[src/verilog/wdt_defines.vh]
// Constants for the dual channel watchdog counter
`ifndef WDT_DEFINES_VH
`define WDT_DEFINES_VH
// ----------------------------------------------------------------
// Write password keys in the upper byte of a word write
// ----------------------------------------------------------------
`define KEY_COUNT      8'h5a
`define KEY_CTRL       8'ha5
// ----------------------------------------------------------------
// Control/status field positions
// ----------------------------------------------------------------
`define BIT_FLAG       7
`define BIT_MODE       6
`define BIT_RUN        5
`define BIT_SUBSEL     4
`define BIT_RSTNMI     3
`define CKS_HI         2
`define CKS_LO         0
// ----------------------------------------------------------------
// Reset values
// ----------------------------------------------------------------
`define CS0_RESET      8'h18
`define CS1_RESET      8'h00
`define CS0_RSVD_MASK  8'h18
`define CNT_RESET      8'h00
`define CNT_MAX        8'hff
// ----------------------------------------------------------------
// Prescaler widths
// ----------------------------------------------------------------
`define PRE_W          17
`define PSUB_W         8
`endif

[src/verilog/dual_channel_watchdog_counter.v]
// Two channel watchdog / interval timer top level
`timescale 1ns/1ns
`default_nettype none
`include "wdt_defines.vh"
module dual_channel_watchdog_counter (
    // Clock, reset and standby
    input  wire        clk_sys,
    input  wire        resetn,
    input  wire        hw_standby,
    // Subclock pin, slow and asynchronous
    input  wire        sub_clk_in,
    // Channel zero reset enable from the reset control register
    input  wire        reset_enable,
    // Word write ports, one per channel address
    input  wire        wr0_stb,
    input  wire        wr1_stb,
    input  wire [15:0] wr_data,
    // Control/status read strobes, used for the clear handshake
    input  wire        rd_cs0_stb,
    input  wire        rd_cs1_stb,
    // Read data
    output wire [7:0]  channel0_count,
    output wire [7:0]  channel0_control_status,
    output wire [7:0]  channel1_count,
    output wire [7:0]  channel1_control_status,
    // Overflow actions
    output wire        interval_overflow_interrupt0,
    output wire        interval_overflow_interrupt1,
    output wire        internal_reset_req,
    output wire        power_on_reset_req,
    output wire        nmi_req
);
    // ----------------------------------------------------------------
    // Main clock prescaler: free running, taps give divided pulses
    // ----------------------------------------------------------------
    reg  [`PRE_W-1:0]  main_clock_prescaler_ff;
    reg  [`PSUB_W-1:0] sub_div_ff;
    reg  [2:0]         sub_sync_ff;            // Three-stage synchroniser
    reg                sub_level_ff;           // Level agreed by stages 2, 3
    wire               sub_agree;
    wire               sub_rise;
    wire [7:0]         tick_main;
    wire [7:0]         tick_sub;

    // Pulse while the low n bits are all ones, just before they roll over to zero, one cycle wide
    function tap;
        input [`PRE_W-1:0] v;
        input [4:0]        n;
        integer            i;
        begin
            tap = 1'b1;
            for (i = 0; i < `PRE_W; i = i + 1) begin
                if (i < n && !v[i]) begin
                    tap = 1'b0;
                end
            end
        end
    endfunction

    always @(posedge clk_sys or negedge resetn) begin
        if (!resetn) begin
            main_clock_prescaler_ff <= {`PRE_W{1'b0}};
        end else if (hw_standby) begin
            main_clock_prescaler_ff <= {`PRE_W{1'b0}};
        end else begin
            main_clock_prescaler_ff <= main_clock_prescaler_ff +
                                       {{(`PRE_W-1){1'b0}}, 1'b1};
        end
    end

    // Divide by 2,64,128,512,2048,8192,32768,131072
    assign tick_main[0] = tap(main_clock_prescaler_ff, 5'd1);
    assign tick_main[1] = tap(main_clock_prescaler_ff, 5'd6);
    assign tick_main[2] = tap(main_clock_prescaler_ff, 5'd7);
    assign tick_main[3] = tap(main_clock_prescaler_ff, 5'd9);
    assign tick_main[4] = tap(main_clock_prescaler_ff, 5'd11);
    assign tick_main[5] = tap(main_clock_prescaler_ff, 5'd13);
    assign tick_main[6] = tap(main_clock_prescaler_ff, 5'd15);
    assign tick_main[7] = tap(main_clock_prescaler_ff, 5'd17);

    // ----------------------------------------------------------------
    // Subclock prescaler, counted in the system domain
    // ----------------------------------------------------------------
    // Stages two and three must agree before an edge counts
    always @(posedge clk_sys or negedge resetn) begin
        if (!resetn) begin
            sub_sync_ff  <= 3'b000;
            sub_level_ff <= 1'b0;                       // Pin idles low
        end else begin
            sub_sync_ff <= {sub_sync_ff[1:0], sub_clk_in};
            // A level seen by one stage only never moves the agreed level
            if (sub_agree) begin
                sub_level_ff <= sub_sync_ff[2];
            end
        end
    end
    assign sub_agree = (sub_sync_ff[1] == sub_sync_ff[2]);
    // Rise of the agreed level, one system cycle wide
    assign sub_rise = sub_agree && sub_sync_ff[2] && !sub_level_ff;

    always @(posedge clk_sys or negedge resetn) begin
        if (!resetn) begin
            sub_div_ff <= {`PSUB_W{1'b0}};
        end else if (hw_standby) begin
            sub_div_ff <= {`PSUB_W{1'b0}};
        end else if (sub_rise) begin
            sub_div_ff <= sub_div_ff + {{(`PSUB_W-1){1'b0}}, 1'b1};
        end
    end

    // Subclock divide by 2..256, gated to one system cycle
    genvar g;
    generate
        for (g = 0; g < 8; g = g + 1) begin : g_sub
            assign tick_sub[g] = sub_rise && (&sub_div_ff[g:0]);
        end
    endgenerate

    // ----------------------------------------------------------------
    // Channels
    // ----------------------------------------------------------------
    wdt_channel #(.CH_ONE(0)) u_channel_zero (
        .clk_sys         (clk_sys),
        .resetn          (resetn),
        .hw_standby      (hw_standby),
        .tick_main       (tick_main),
        .tick_sub        (tick_sub),
        .wr_stb          (wr0_stb),
        .wr_data         (wr_data),
        .rd_cs_stb       (rd_cs0_stb),
        .reset_enable    (reset_enable),
        .count           (channel0_count),
        .control_status  (channel0_control_status),
        .interval_irq_ff (interval_overflow_interrupt0),
        .reset_req_ff    (internal_reset_req),
        .nmi_req_ff      ()
    );

    wdt_channel #(.CH_ONE(1)) u_channel_one (
        .clk_sys         (clk_sys),
        .resetn          (resetn),
        .hw_standby      (hw_standby),
        .tick_main       (tick_main),
        .tick_sub        (tick_sub),
        .wr_stb          (wr1_stb),
        .wr_data         (wr_data),
        .rd_cs_stb       (rd_cs1_stb),
        .reset_enable    (1'b0),
        .count           (channel1_count),
        .control_status  (channel1_control_status),
        .interval_irq_ff (interval_overflow_interrupt1),
        .reset_req_ff    (power_on_reset_req),
        .nmi_req_ff      (nmi_req)
    );
endmodule // dual_channel_watchdog_counter
`default_nettype wire

[src/verilog/wdt_channel.v]
// One watchdog channel: counter, control/status and overflow actions
`timescale 1ns/1ns
`default_nettype none
`include "wdt_defines.vh"
module wdt_channel #(
    parameter CH_ONE = 0                       // 1 selects channel one
) (
    // Clock and reset
    input  wire        clk_sys,
    input  wire        resetn,
    input  wire        hw_standby,
    // Prescaler taps from the shared dividers
    input  wire [7:0]  tick_main,              // Pulses for codes 0..7
    input  wire [7:0]  tick_sub,               // Subclock pulses
    // Word write port and reads
    input  wire        wr_stb,
    input  wire [15:0] wr_data,
    input  wire        rd_cs_stb,              // Control/status read
    input  wire        reset_enable,           // Channel zero only
    output wire [7:0]  count,
    output wire [7:0]  control_status,
    // Overflow actions
    output reg         interval_irq_ff,
    output reg         reset_req_ff,
    output reg         nmi_req_ff
);
    reg  [7:0] cnt_ff;                         // Up-counter
    reg  [7:0] cs_ff;                          // Control/status
    reg        armed_ff;                       // Flag seen as 1 by a read
    wire [2:0] cks = cs_ff[`CKS_HI:`CKS_LO];
    wire       use_sub = (CH_ONE != 0) && cs_ff[`BIT_SUBSEL];
    wire       tick = use_sub ? tick_sub[cks] : tick_main[cks];
    wire       run = cs_ff[`BIT_RUN];
    wire       wdog = cs_ff[`BIT_MODE];
    wire       w_cnt = wr_stb && wr_data[15:8] == `KEY_COUNT;
    wire       w_cs = wr_stb && wr_data[15:8] == `KEY_CTRL;
    wire       ovf_ev = run && tick && !w_cnt && cnt_ff == `CNT_MAX;
    // Channel zero in watchdog mode, with or without reset enable: flag cleared by it
    wire       self_rst = wdog && (CH_ONE == 0);
    wire       int_rst = ovf_ev && self_rst && reset_enable;
    wire [7:0] rsvd_mask = `CS0_RSVD_MASK;     // Channel zero fixed bits
    // Low seven bits after a control write; fixed bits keep their ones
    wire [6:0] cs_wr_low = (CH_ONE != 0) ? wr_data[6:0] :
                           ((wr_data[6:0] & ~rsvd_mask[6:0]) |
                            (cs_ff[6:0] & rsvd_mask[6:0]));

    assign count = cnt_ff;
    // Reserved bits of channel zero read as one
    assign control_status = (CH_ONE != 0) ? cs_ff :
                            (cs_ff | `CS0_RSVD_MASK);

    // ----------------------------------------------------------------
    // Counter
    // ----------------------------------------------------------------
    always @(posedge clk_sys or negedge resetn) begin
        if (!resetn) begin
            cnt_ff <= `CNT_RESET;
        end else if (hw_standby || !run || (ovf_ev && self_rst)) begin
            cnt_ff <= `CNT_RESET;
        end else if (w_cnt) begin
            cnt_ff <= wr_data[7:0];                         // Write wins
        end else if (tick) begin
            cnt_ff <= cnt_ff + 8'h01;
        end
    end

    // ----------------------------------------------------------------
    // Control/status and overflow flag
    // ----------------------------------------------------------------
    always @(posedge clk_sys or negedge resetn) begin
        if (!resetn) begin
            cs_ff    <= (CH_ONE != 0) ? `CS1_RESET : `CS0_RESET;
            armed_ff <= 1'b0;
        end else if (hw_standby) begin
            cs_ff    <= (CH_ONE != 0) ? `CS1_RESET : `CS0_RESET;
            armed_ff <= 1'b0;
        end else if (ovf_ev && self_rst) begin
            // Channel reset; flag cleared automatically
            cs_ff    <= `CS0_RESET;
            armed_ff <= 1'b0;
        end else begin
            if (rd_cs_stb && cs_ff[`BIT_FLAG]) begin
                armed_ff <= 1'b1;
            end
            if (w_cs) begin
                cs_ff[6:0] <= cs_wr_low;
                // Only a 0 after a read clears; 1 is ignored
                if (!wr_data[`BIT_FLAG] && armed_ff) begin
                    cs_ff[`BIT_FLAG] <= 1'b0;
                    armed_ff         <= 1'b0;
                end
                // Channel one: stopping clears the flag
                if ((CH_ONE != 0) && !wr_data[`BIT_RUN]) begin
                    cs_ff[`BIT_FLAG] <= 1'b0;
                    armed_ff         <= 1'b0;
                end
            end
            // Set wins over any write clear in the same cycle
            if (ovf_ev) begin
                cs_ff[`BIT_FLAG] <= 1'b1;
            end
        end
    end

    // ----------------------------------------------------------------
    // Overflow actions, one-cycle pulses
    // ----------------------------------------------------------------
    always @(posedge clk_sys or negedge resetn) begin
        if (!resetn) begin
            interval_irq_ff <= 1'b0;
            reset_req_ff    <= 1'b0;
            nmi_req_ff      <= 1'b0;
        end else begin
            interval_irq_ff <= ovf_ev && !wdog;
            if (CH_ONE != 0) begin
                reset_req_ff <= ovf_ev && wdog && cs_ff[`BIT_RSTNMI];
                nmi_req_ff   <= ovf_ev && wdog && !cs_ff[`BIT_RSTNMI];
            end else begin
                reset_req_ff <= int_rst;
                nmi_req_ff   <= 1'b0;
            end
        end
    end
endmodule // wdt_channel
`default_nettype wire

[config.mk]
export PLATFORM = sky130hd
export DESIGN_NAME = dual_channel_watchdog_counter
export DESIGN_NICKNAME = d
export VERILOG_FILES = /design/src/verilog/dual_channel_watchdog_counter.v /design/src/verilog/wdt_channel.v
export VERILOG_INCLUDE_DIRS = /design/src /design/src/verilog
export SDC_FILE = /design/constraint.sdc
export NUM_CORES = 1
export LEC_CHECK = 0
export BUFFER_PORTS_ARGS = -buffer_cell sky130_fd_sc_hd__buf_2
export CORE_MARGIN = 5
export CORE_UTILIZATION = 55
export DETAILED_ROUTE_END_ITERATION = 10
export HOLD_SLACK_MARGIN = 0.1
export PLACE_DENSITY_LB_ADDON = 0.3
export REMOVE_ABC_BUFFERS = 1
export SKIP_LAST_GASP = 1
export SYNTH_ARGS = -nofsm -noshare
export SYNTH_HDL_FRONTEND = slang
export SYNTH_SLANG_ARGS = --single-unit
[constraint.sdc]
create_clock -name clk_sys -period 6.2 [get_ports clk_sys]
set_input_delay 0.31 -clock clk_sys [delete_from_list [all_inputs] [get_ports clk_sys]]
set_output_delay 0.31 -clock clk_sys [all_outputs]
set_load 0.01 [all_outputs]
==> summary.txt, run 1 <==
Status
  – Run status: finished clean

Route
  – DR pass1 iterations: 4
  – DR vias/cell: 5.58
  – Total number of vias: 2731
  – Wire per inst: 15.0 um
  – Drt drc: 0
  – Total wire length: 7.31 mm
  – Initial DRC Count: 136
  – Remaining antenna violation count: 0

Finish
  – Fillcell total: 537
  – Synthesis-to-finish area growth: 15.5%
  – Ant diodes: 0
  – Share of layout cells above drive strength 1: 21.4%
  – Util after Layout: 64.2%
  – Sequential Area: 1650 um^2
  – Finished Cell Area: 4010 um^2
  – Area of the multi-input gates: 1700 um^2
  – # nets final: 440

Die
  – Die width: 89.4 um
  – Die Y: 89.4 um
  – Num rows: 29
  – Initial Util: 55.6%
  – Die area: 8000 um^2
  – CORE AREA: 6240 um^2
  – Ports: 62

Clock tree
  – H-tree depth: 3
  – Clock sinks: 66
  – Post-CTS setup buffers: 0
  – Cts-stage hold buffer count: 1
  – Root Buffer: clkbuf_8
  – CTS tree: built
  – CTS resizes: 0
  – Clk buf depth: 2
  – Worst skew pair latency: 0.35 ns
  – Clock buffer count from CTS: 9
  – Clk slew on worst S/H paths: 0.07 ns

STA
  – Total negative slack: 0 ns
  – Hold Fails Final Rpt: 0
  – Fmax: 346 MHz
  – Final setup margin: 3.31 ns
  – Worst hold slack: 0.147 ns
  – Worst Tran Pin Value: 1.01 ns
  – Slew Limit Fails: 0
  – Final Cycle Share: 46.6%
  – Layout Skew: 0.0170 ns
  – Final min period: 2.89 ns
  – Unrepaired setup endpoints after global routing: false
  – Final setup violation count: 0
  – Max_slew headroom: 31.4%

Placement
  – I/O Buffers: 59
  – Pre-CTS setup slack: 3.30 ns
  – Hpwl dp: 5.09 mm
  – Placed Area: 3790 um^2
  – GPL Wtd Cong: 0.778

Synth
  – Yosys warnings: 0
  – #FFs+latches synth: 66
  – Area share of the largest cell type after synthesis: 47.6%
  – Avg Inst Size Synth: 10.0 um^2
  – EDFF count, synth: 0
  – Syn Inst Count: 346
  – Yosys cell types: 51
  – Most used DFF post-synth: dfrtp_1
  – Post-Syn Area: 3470 um^2
  – Synth area leader: dfrtp_1
  – Seq/Total Area, Yosys: 47.6%
  – Async SR Flop Fraction: 100%
  – Synth area leaders: dfrtp_1, nor2_1, mux2i_1

Global route
  – Largest net degree at the start of global routing: 67
  – GRT Total Usage: 19.6%
  – Initial antenna violation count: 0
  – GRT overflow: 0
  – Vias in the first global route: 2557
  – First-pass GRT wire length: 12.0 mm

Worst hold path
  – Worst min path class: in2async

Setup path
  – Worst Path Arrival: 3.06 ns
  – CP max stage delay: 0.93 ns
  – Crit Path Category: reg2reg
  – Req. time, crit path: 6.38 ns
  – Cell mode on critical path: ha_1
  – Crit-path slowest cell: o311ai_1
  – Critical path cell sequence: ha_1 > ha_1 > nand4_1 > a311oi_1 > a21oi_1 > o21a_1 > o311ai_1 > a211oi_1
  – Crit-path max FO: 12
  – Worst Setup End Kind: flip-flop
  – Startpoint types: flip-flop

Job
  – MaxCap Viol Count: 0

Pwr
  – Max IR drop VDD: 0.151 mV
  – Power Dens Cells: 218 nW/um^2
  – Lkg Pwr: 1.91 nW
-- cells in the final DEF (no fill, tap or decap), drive strengths merged, types with 2 or more instances in the layout --
cell type,synthesis,routed
ha,8,8
a21oi,12,12
nor2,58,58
a311oi,2,2
bufinv,0,2
xnor2,15,15
nor3,13,13
conb,1,2
o31ai,2,2
nand3b,2,2
inv,9,9
nand2,24,24
nand2b,2,2
xor2,17,17
and3,6,6
mux2i,20,20
nor2b,5,5
buf,6,61
o22ai,4,4
dfrtp,66,66
a31oi,2,2
a211oi,7,7
nand4,12,12
a21boi,2,2
clkinv,0,3
nand3,17,17
nand4bb,2,2
o21ai,10,10
nor4b,2,2
clkbuf,7,11
-- layout make-up --
type                       count  area share (%)
multi-input combinational    259            42.3
inverter                       9           0.843
timing repair buffer          62            7.99
clock buffer                  11            3.28
clock inverter                 5            1.97
sequential                    66            41.2
tap                           77            2.40
-- registers in the layout, indices dropped and copies added, names as in the netlist, 3 cells and up --
name	count
main_clock_prescaler_ff	17
sub_div_ff	8
sub_sync_ff	3
u_channel_one.control_status	8
u_channel_one.count	8
u_channel_zero.count	8
u_channel_zero.cs_ff	6
-- Yosys cell counts (all sizes together), types with 2 or more instances --
master	count
o22ai	4
a311oi	2
o31ai	2
a31oi	2
dfrtp	66
o21ai	10
a21boi	2
a211oi	7
a21oi	12
xnor2	15
buf	6
nand4	12
inv	9
nand2b	2
nand4bb	2
xor2	17
nand3	17
nand3b	2
mux2i	20
nor2	58
nor2b	5
ha	8
nor3	13
nor4b	2
nand2	24
and3	6
clkbuf	7
-- stage by stage --
step / instances / power [mW]
5_1_grt: 489 / 0.909
3_5_place_dp: 472 / 0.492
3_3_place_gp: 472 / 0.491
4_1_cts: 489 / 0.885
2_1_floorplan: 334 / 0.463
6_report: 489 / 0.875
-- layer usage --
metal / global-route usage, % / share of wire, % / wire, um
met1: 26.9 / 47 / 3410
met2: 30.3 / 47 / 3410
met3: 4.61 / 4.9 / 359
met4: 7.58 / 1.7 / 125
met5: 0 / 0 / 0
-- path summary, 6_finish.rpt --
kind                                             from                         endpoint  slack, ns  cells after the start
setup / recovery           main_clock_prescaler_ff[0]          u_channel_zero.count[6]       3.31                      8
hold / removal                                 resetn      main_clock_prescaler_ff[11]       0.15                      2
setup reg to reg           main_clock_prescaler_ff[0]          u_channel_zero.count[6]       3.31                      8
hold reg to reg                        sub_sync_ff[0]                   sub_sync_ff[1]       0.35                      0
max in group asynchronous                      resetn  u_channel_one.control_status[7]       5.52                      2
min in group clk_sys                     reset_enable      u_channel_zero.reset_req_ff       0.21                      2
-- cells by family after synthesis --
family,count (synthesis),share of synthesized area [%]
compound gates,47,9.23
xor+xnor,32,8.08
fa+ha+maj,8,2.88
buf+inv,22,3.64
flops,66,47.6
mux,21,6.09
other cells,1,0.108
simple gates,149,22.4
-- worst max-delay path, delay by kind of cell, from the launching register on --
family / cells / cell delay, ns
AO/OA/AOI/OAI: 5 / 1.75
flip-flops: 1 / 0.44
adder cells (fa/ha/maj): 2 / 0.36
AND/OR/NAND/NOR: 1 / 0.17
-- power breakdown --
group          switching (mW)  internal, mW
combinational          0.0290        0.0161
clock                   0.165         0.226
sequential            0.00375         0.435
Power figures use the tool's default switching activity.
==> inputs of run 2 (changes only) <==
Settings changed: ABC_AREA set to 1, CORE_UTILIZATION 55 to 51.
Clock period 6.2 ns to 2.6 ns, I/O delays scaled along.
==> run 2 against run 1 <==
  * Synthesized cell count is 42% higher
  * Final area is 10% higher
  * Highest routed layer unchanged
  * Critical path type unchanged
  * Sequential cell count stayed put
  * Global-route usage is 1.4 points higher
  * Largest power group unchanged
  * Clock power is 140% higher
  * Worst hold slack worse by 0.032 ns
==> summary.txt, run 2 <==
STA
  – Hold Fails Final Rpt: 0 (unchanged)
  – Final setup violation count: 0 (unchanged)
  – Slew Limit Fails: 0 (unchanged)
  – Total negative slack: 0 ns (unchanged)
  – Unrepaired setup endpoints after global routing: false
  – Max_slew headroom: 48.2% (+17 points)
  – Worst Tran Pin Value: 0.777 ns (-0.236 ns)
  – Final min period: 2.09 ns (-0.794 ns)
  – Layout Skew: 0.00888 ns (-0.00814 ns)
  – Final Cycle Share: 80.5% (+34 points)
  – Fmax: 478 MHz (+38%)

Setup path
  – Req. time, crit path: 2.86 ns (-3.52 ns)
  – Worst Path Arrival: 2.35 ns (-0.71 ns)
  – Critical path cell sequence: ha_1 > ha_1 > nand2_1 > nor2_2 > nand2_1 > inv_1 > nand2_1 > nand3_2 > nand4_4 > nand3_2 > a21oi_1
  – Worst Path Buf+Inv: 1 (+1)
  – CP delay by family, top: simple AND/OR/NAND/NOR gates
  – Cell mode on critical path: nand2_1
  – Crit-path slowest cell: dfrtp_1
  – Worst Setup End Kind: flip-flop
  – CP max stage delay: 0.42 ns (-0.51 ns)
  – Startpoint types: flip-flop
  – Crit-path max FO: 12 (unchanged)
  – Crit Path Category: reg2reg

Finish
  – # nets final: 595 (+35%)
  – Fillcell total: 669 (+25%)
  – Ant diodes: 0 (unchanged)
  – Sequential Area: 1650 um^2 (unchanged)
  – Commonest non-fill, non-tap cell in the layout: nand2_1
  – Largest register FFs: 17 (unchanged)
  – Finished Cell Area: 4430 um^2 (+10%)
  – Share of layout cells above drive strength 1: 18.6% (-2.8 points)
  – Area of the multi-input gates: 1810 um^2 (+6.5%)
  – Commonest non-fill, non-tap cells in the layout: nand2_1, dfrtp_1, nor2_1
  – Largest Register: main_clock_prescaler_ff
  – Synthesis-to-finish area growth: 17.6%

Synth
  – Synth area leaders: dfrtp_1, nand2_1, nor2_1
  – Syn Inst Count: 492 (+42%)
  – EDFF count, synth: 0 (unchanged)
  – #FFs+latches synth: 66 (unchanged)
  – Top cells by count, synth: nand2_1, dfrtp_1, nor2_1
  – Async SR Flop Fraction: 100% (unchanged)
  – Area share of the largest cell type after synthesis: 43.9% (-3.7 points)
  – Most frequent cell after synthesis: nand2_1
  – Synth area leader: dfrtp_1
  – Post-Syn Area: 3760 um^2 (+8.4%)
  – Avg Inst Size Synth: 7.65 um^2 (-24%)
  – Yosys cell types: 39 (-24%)
  – Yosys warnings: 0 (unchanged)
  – Most used DFF post-synth: dfrtp_1
  – Seq/Total Area, Yosys: 43.9% (-3.7 points)

Global route
  – First-pass GRT wire length: 15.0 mm (+25%)
  – GRT Total Usage: 21.1% (+1.4 points)
  – GRT overflow: 0 (unchanged)
  – Vias in the first global route: 3276 (+28%)
  – Largest net degree at the start of global routing: 37 (-45%)
  – Initial antenna violation count: 0 (unchanged)

Route
  – Initial DRC Count: 200 (+47%)
  – Total number of vias: 3503 (+28%)
  – Remaining antenna violation count: 0 (unchanged)
  – Total wire length: 9.19 mm (+26%)
  – Drt drc: 0 (unchanged)
  – DR vias/cell: 5.27 (-5.7%)
  – DR pass1 iterations: 6 (+2)
  – Wire per inst: 13.8 um (-7.6%)

Status
  – Run status: finished clean

Clock tree
  – CTS tree: built
  – Clk slew on worst S/H paths: 0.07 ns (about the same)
  – Clk buf depth: 2 (unchanged)
  – H-tree depth: 3 (unchanged)
  – Clock buffer count from CTS: 9 (unchanged)
  – Root Buffer: clkbuf_8
  – Worst skew pair latency: 0.34 ns (about the same)
  – CTS resizes: 0 (unchanged)
  – Clock sinks: 66 (unchanged)

Pwr
  – Max IR drop VDD: 0.251 mV (+66%)
  – Lkg Pwr: 2.17 nW (+13%)
  – Power Dens Cells: 491 nW/um^2 (+120%)

Worst hold path
  – Worst min path class: in2reg

Die
  – Ports: 62 (unchanged)
  – CORE AREA: 7210 um^2 (+16%)
  – Die width: 95.9 um (+7.2%)
  – Num rows: 31 (+6.9%)
  – Die area: 9190 um^2 (+15%)
  – Die Y: 95.9 um (+7.2%)
  – Initial Util: 52.2% (-3.5 points)

Placement
  – Hpwl dp: 6.85 mm (+35%)
  – Placed Area: 4160 um^2 (+9.8%)
  – GPL Wtd Cong: 0.863 (+11%)
  – I/O Buffers: 59 (unchanged)

Job
  – MaxCap Viol Count: 0 (unchanged)
[run 2: cell types whose count changed after synthesis, sizes merged, moves of 6 or more]
cell / previous run / this run
nand2: 24 / 99
inv: 9 / 64
o21ai: 10 / 42
nand3: 17 / 44
a21oi: 12 / 35
mux2i: 20 / 0
xnor2: 15 / 0
xor2: 17 / 4
nor2: 58 / 69
nand4: 12 / 20
a211oi: 7 / 0
nor3: 13 / 7
[run 2: worst register-to-register path, stage by stage (launching register included)]
cell and delay (ns):
dfrtp_1 0.42, ha_1 0.24, ha_1 0.18, nand2_1 0.08, nor2_2 0.05, nand2_1 0.12, inv_1 0.07, nand2_1 0.07
nand3_2 0.18, nand4_4 0.25, nand3_2 0.18, a21oi_1 0.17
[run 2: area by class of cell]
class                           instances  area share, %
Tap cell                               99           2.80
Inverter                               65           5.51
Timing Repair Buffer                   70           8.88
Clock buffer                            9           2.80
Sequential cell                        66           37.3
Clock inverter                          6           1.87
Multi-Input combinational cell        350           40.8
[run 2: stage by stage]
stage | worst slack (ns) | power, mW | cells | utilization [%] | hold WS, ns
2_1_floorplan | 0.755 | 1.17 | 481 | - | -0.166
3_3_place_gp | 0.622 | 1.25 | 644 | 57.6 | 0.240
3_5_place_dp | 0.505 | 1.26 | 644 | 57.6 | 0.241
4_1_cts | 0.492 | 2.19 | 665 | 61.3 | 0.121
5_1_grt | 0.256 | 2.25 | 665 | 61.3 | 0.138
6_report | 0.507 | 2.17 | 665 | 61.3 | 0.114
[run 2: final timing paths]
| path | startpoint | end | slack, ns | cells past startpoint |
|---|---|---|---|---|
| min | wr_data[4] | u_channel_one.control_status[4] | 0.11 | 3 |
| max | main_clock_prescaler_ff[0] | u_channel_zero.count[1] | 0.51 | 11 |
| min in group asynchronous | resetn | sub_div_ff[3] | 0.40 | 2 |
| max reg2reg | main_clock_prescaler_ff[0] | u_channel_zero.count[1] | 0.51 | 11 |
| min reg2reg | sub_sync_ff[0] | sub_sync_ff[1] | 0.35 | 0 |
| max in group asynchronous | resetn | main_clock_prescaler_ff[0] | 1.47 | 3 |
[run 2: report_power, final]
part | switching [mW] | internal, mW | total, mW | leakage [nW]
registers | 0.0191 | 1.04 | 1.06 | 0.904
logic | 0.119 | 0.0636 | 0.183 | 1.16
clock network | 0.396 | 0.529 | 0.925 | 0.105
total | 0.534 | 1.64 | 2.17 | 2.17
[run 2: logic make-up after synthesis]
family / synth area share, %
AND/OR/NAND/NOR: 31.7
buffers and inverters: 8.18
multiplexers: 0.599
AO/OA/AOI/OAI: 11.9
XOR/XNOR: 0.931
adder cells (fa/ha/maj): 2.66
other: 0.0997
flip-flops: 43.9
[run 2: per-layer routing]
metal	wire length (um)	up-vias	track usage [%]
met1	4210	1642	28.7
met5	0	-	0
met3	471	11	3.60
met2	4390	88	33.6
met4	121	0	8.06
li1	-	1762	-
[run 2: repair_timing]
action	in CTS	in global routing
hold endpoints to repair	39	0
hold buffers	6	0
setup buffers	0	0
==> inputs of run 3 (changes only) <==
Settings changed: ABC_AREA 1 to 0, CORE_UTILIZATION 51 to 55.
Clock period 2.6 ns to 2 ns, I/O delays scaled along.
==> run 3 against run 2 <==
  * The flow now finishes with violations (setup timing)
  * Global-route usage up 2.7 points
  * Sequential share of layout area down 2.4 points
  * Critical path depth down 1
  * Fmax down 10%
  * Clock-buffer cell count up 3
  * Cell count down 18%
  * Total power up 29%
  * Die area down 13%
==> summary.txt, run 3 (synthesis results as in run 1) <==
Status
  – Run status: complete, but fails checks
  – Failing checks: setup timing

Die
  – Die area: 8000 um^2 (-13%)
  – CORE AREA: 6240 um^2 (-13%)
  – Initial Util: 55.6% (+3.5 points)
  – Die Y: 89.4 um (-6.7%)
  – Num rows: 29 (-6.5%)
  – Die width: 89.4 um (-6.7%)
  – Ports: 62 (unchanged)

Finish
  – Largest register FFs: 17 (unchanged)
  – Commonest non-fill, non-tap cell in the layout: dfrtp_1
  – Fillcell total: 412 (-38%)
  – Share of layout cells above drive strength 1: 35.3% (+17 points)
  – Largest Register: main_clock_prescaler_ff
  – Ant diodes: 0 (unchanged)
  – Finished Cell Area: 4720 um^2 (+6.8%)
  – # nets final: 496 (-17%)
  – Synthesis-to-finish area growth: 36.1%
  – Commonest non-fill, non-tap cells in the layout: dfrtp_1, buf_2, nor2_1

Setup path
  – Req. time, crit path: 2.28 ns (-0.58 ns)
  – Cell mode on critical path: ha_4
  – Startpoint types: flip-flop
  – Crit-path slowest cell: or4b_4
  – Worst Setup End Kind: flip-flop
  – Crit Path Category: reg2reg
  – Critical path cell sequence: ha_4 > ha_4 > nand4_1 > buf_4 > o21ai_1 > a31oi_1 > a21oi_4 > nand2_4 > or4b_4 > a21oi_2
  – Worst Path Arrival: 2.61 ns (+0.26 ns)
  – Crit-path max FO: 4 (-8)
  – CP max stage delay: 0.56 ns (+0.14 ns)

Route
  – Total wire length: 9.73 mm (+5.9%)
  – Drt drc: 0 (unchanged)
  – Wire per inst: 17.9 um (+29%)
  – Total number of vias: 3152 (-10%)
  – Remaining antenna violation count: 0 (unchanged)
  – DR pass1 iterations: 4 (-2)
  – Initial DRC Count: 188 (-6.0%)
  – DR vias/cell: 5.78 (+9.8%)

Global route
  – GRT Total Usage: 23.8% (+2.7 points)
  – First-pass GRT wire length: 14.4 mm (-4.2%)
  – Initial antenna violation count: 0 (unchanged)
  – GRT overflow: 0 (unchanged)
  – Largest net degree at the start of global routing: 67 (+81%)
  – Vias in the first global route: 3067 (-6.4%)

STA
  – Final setup margin: -0.328 ns (-0.835 ns)
  – Fmax: 430 MHz (-10%)
  – Slew Limit Fails: 0 (unchanged)
  – Final Cycle Share: 116% (+36 points)
  – Hold Fails Final Rpt: 0 (unchanged)
  – Unrepaired setup endpoints after global routing: true
  – Final min period: 2.33 ns (+0.235 ns)
  – Worst hold slack: 0.175 ns (+0.0608 ns)
  – Final setup violation count: 28 (+28)
  – Layout Skew: 0.00813 ns (-0.000744 ns)

Clock tree
  – Clock sinks: 66 (unchanged)
  – CTS tree: built
  – H-tree depth: 3 (unchanged)
  – Clk buf depth: 2 (unchanged)
  – Clock buffer count from CTS: 9 (unchanged)
  – Worst skew pair latency: 0.36 ns (+0.02 ns)
  – Clk slew on worst S/H paths: 0.08 ns (about the same)
  – Root Buffer: clkbuf_8

Placement
  – Placed Area: 4030 um^2 (-3.2%)
  – Hpwl dp: 5.89 mm (-14%)
  – I/O Buffers: 59 (unchanged)
  – GPL Wtd Cong: 0.796 (-7.8%)

Job
  – MaxCap Viol Count: 0 (unchanged)

Pwr
  – Max IR drop VDD: 0.526 mV (+110%)
  – Lkg Pwr: 2.22 nW (+2.3%)
  – Final Power: 2.80 mW (+29%)
  – Power Dens Cells: 592 nW/um^2 (+21%)

Worst hold path
  – Worst min path class: in2reg
-- run 3: changes by cell type in the layout (fill, tap and decap cells not counted), moves of 20 or more --
cell     before  now
a21oi_1      35    9
buf_4         5   39
inv_1        63    9
mux2i_1       0   20
nand2_1      92   23
nand3_1      37   15
o21ai_0      40    8
-- run 3: per-layer routing --
layer | wire length (um) | up-vias | track usage [%]
met5 | 0 | - | 0
met4 | 303 | 0 | 9.20
met3 | 636 | 35 | 7.00
met2 | 4930 | 141 | 38.9
met1 | 3860 | 1536 | 29.7
li1 | - | 1440 | -
-- run 3: report_power, final --
| group | internal (mW) | switching (mW) | total (mW) |
|---|---|---|---|
| Clock | 0.642 | 0.547 | 1.19 |
| Combinational | 0.120 | 0.132 | 0.251 |
| Sequential | 1.35 | 0.00981 | 1.36 |
-- run 3: final cells by class --
type	instances	area, um^2	share of cell area, %
clock buffers	12	155	3.28
clock inverters	4	50.0	1.06
inverters	9	33.8	0.715
multi-input cells	260	1940	41.1
flip-flops and latches	66	1650	35.0
well taps	77	96.3	2.04
repair buffers	117	795	16.8
-- run 3: timing repair --
action	in CTS	in global routing
setup endpoints to repair	29	30
setup buffers	7	7
resized for setup	12	41
endpoints found under the hold margin	86	0
cloned	1	0
hold buffers	13	0
pin swaps	12	33
-- run 3: final timing paths --
check | startpoint | to | slack, ns | depth (start not counted)
hold reg to reg | sub_sync_ff[0] | sub_sync_ff[1] | 0.35 | 0
setup / recovery | main_clock_prescaler_ff[0] | u_channel_one.control_status[7] | -0.33 | 10
hold / removal | wr1_stb | u_channel_one.count[0] | 0.18 | 3
min in group asynchronous | resetn | u_channel_zero.armed_ff | 0.29 | 3
setup reg to reg | main_clock_prescaler_ff[0] | u_channel_one.control_status[7] | -0.33 | 10
max in group asynchronous | resetn | u_channel_one.armed_ff | 1.43 | 3
-- run 3: worst max-delay path, delay by kind of cell, from the launching register on --
kind / cells / cell delay, ns
AO/OA/AOI/OAI: 4 / 0.57
flip-flops: 1 / 0.40
AND/OR/NAND/NOR: 3 / 0.81
buffers and inverters: 1 / 0.20
adder cells (fa/ha/maj): 2 / 0.29
-- run 3: per-stage QoR --
stage | TNS, ns | cells | utilization (%) | worst slack (ns)
after floorplan | -5.32 | 334 | - | -0.388
after global placement | -2.64 | 502 | 64.5 | -0.166
after detailed placement | -5.21 | 502 | 64.5 | -0.312
after CTS | -4.03 | 539 | 71.8 | -0.232
after global routing | -9.90 | 545 | 75.7 | -0.446
final | -6.41 | 545 | 75.7 | -0.328
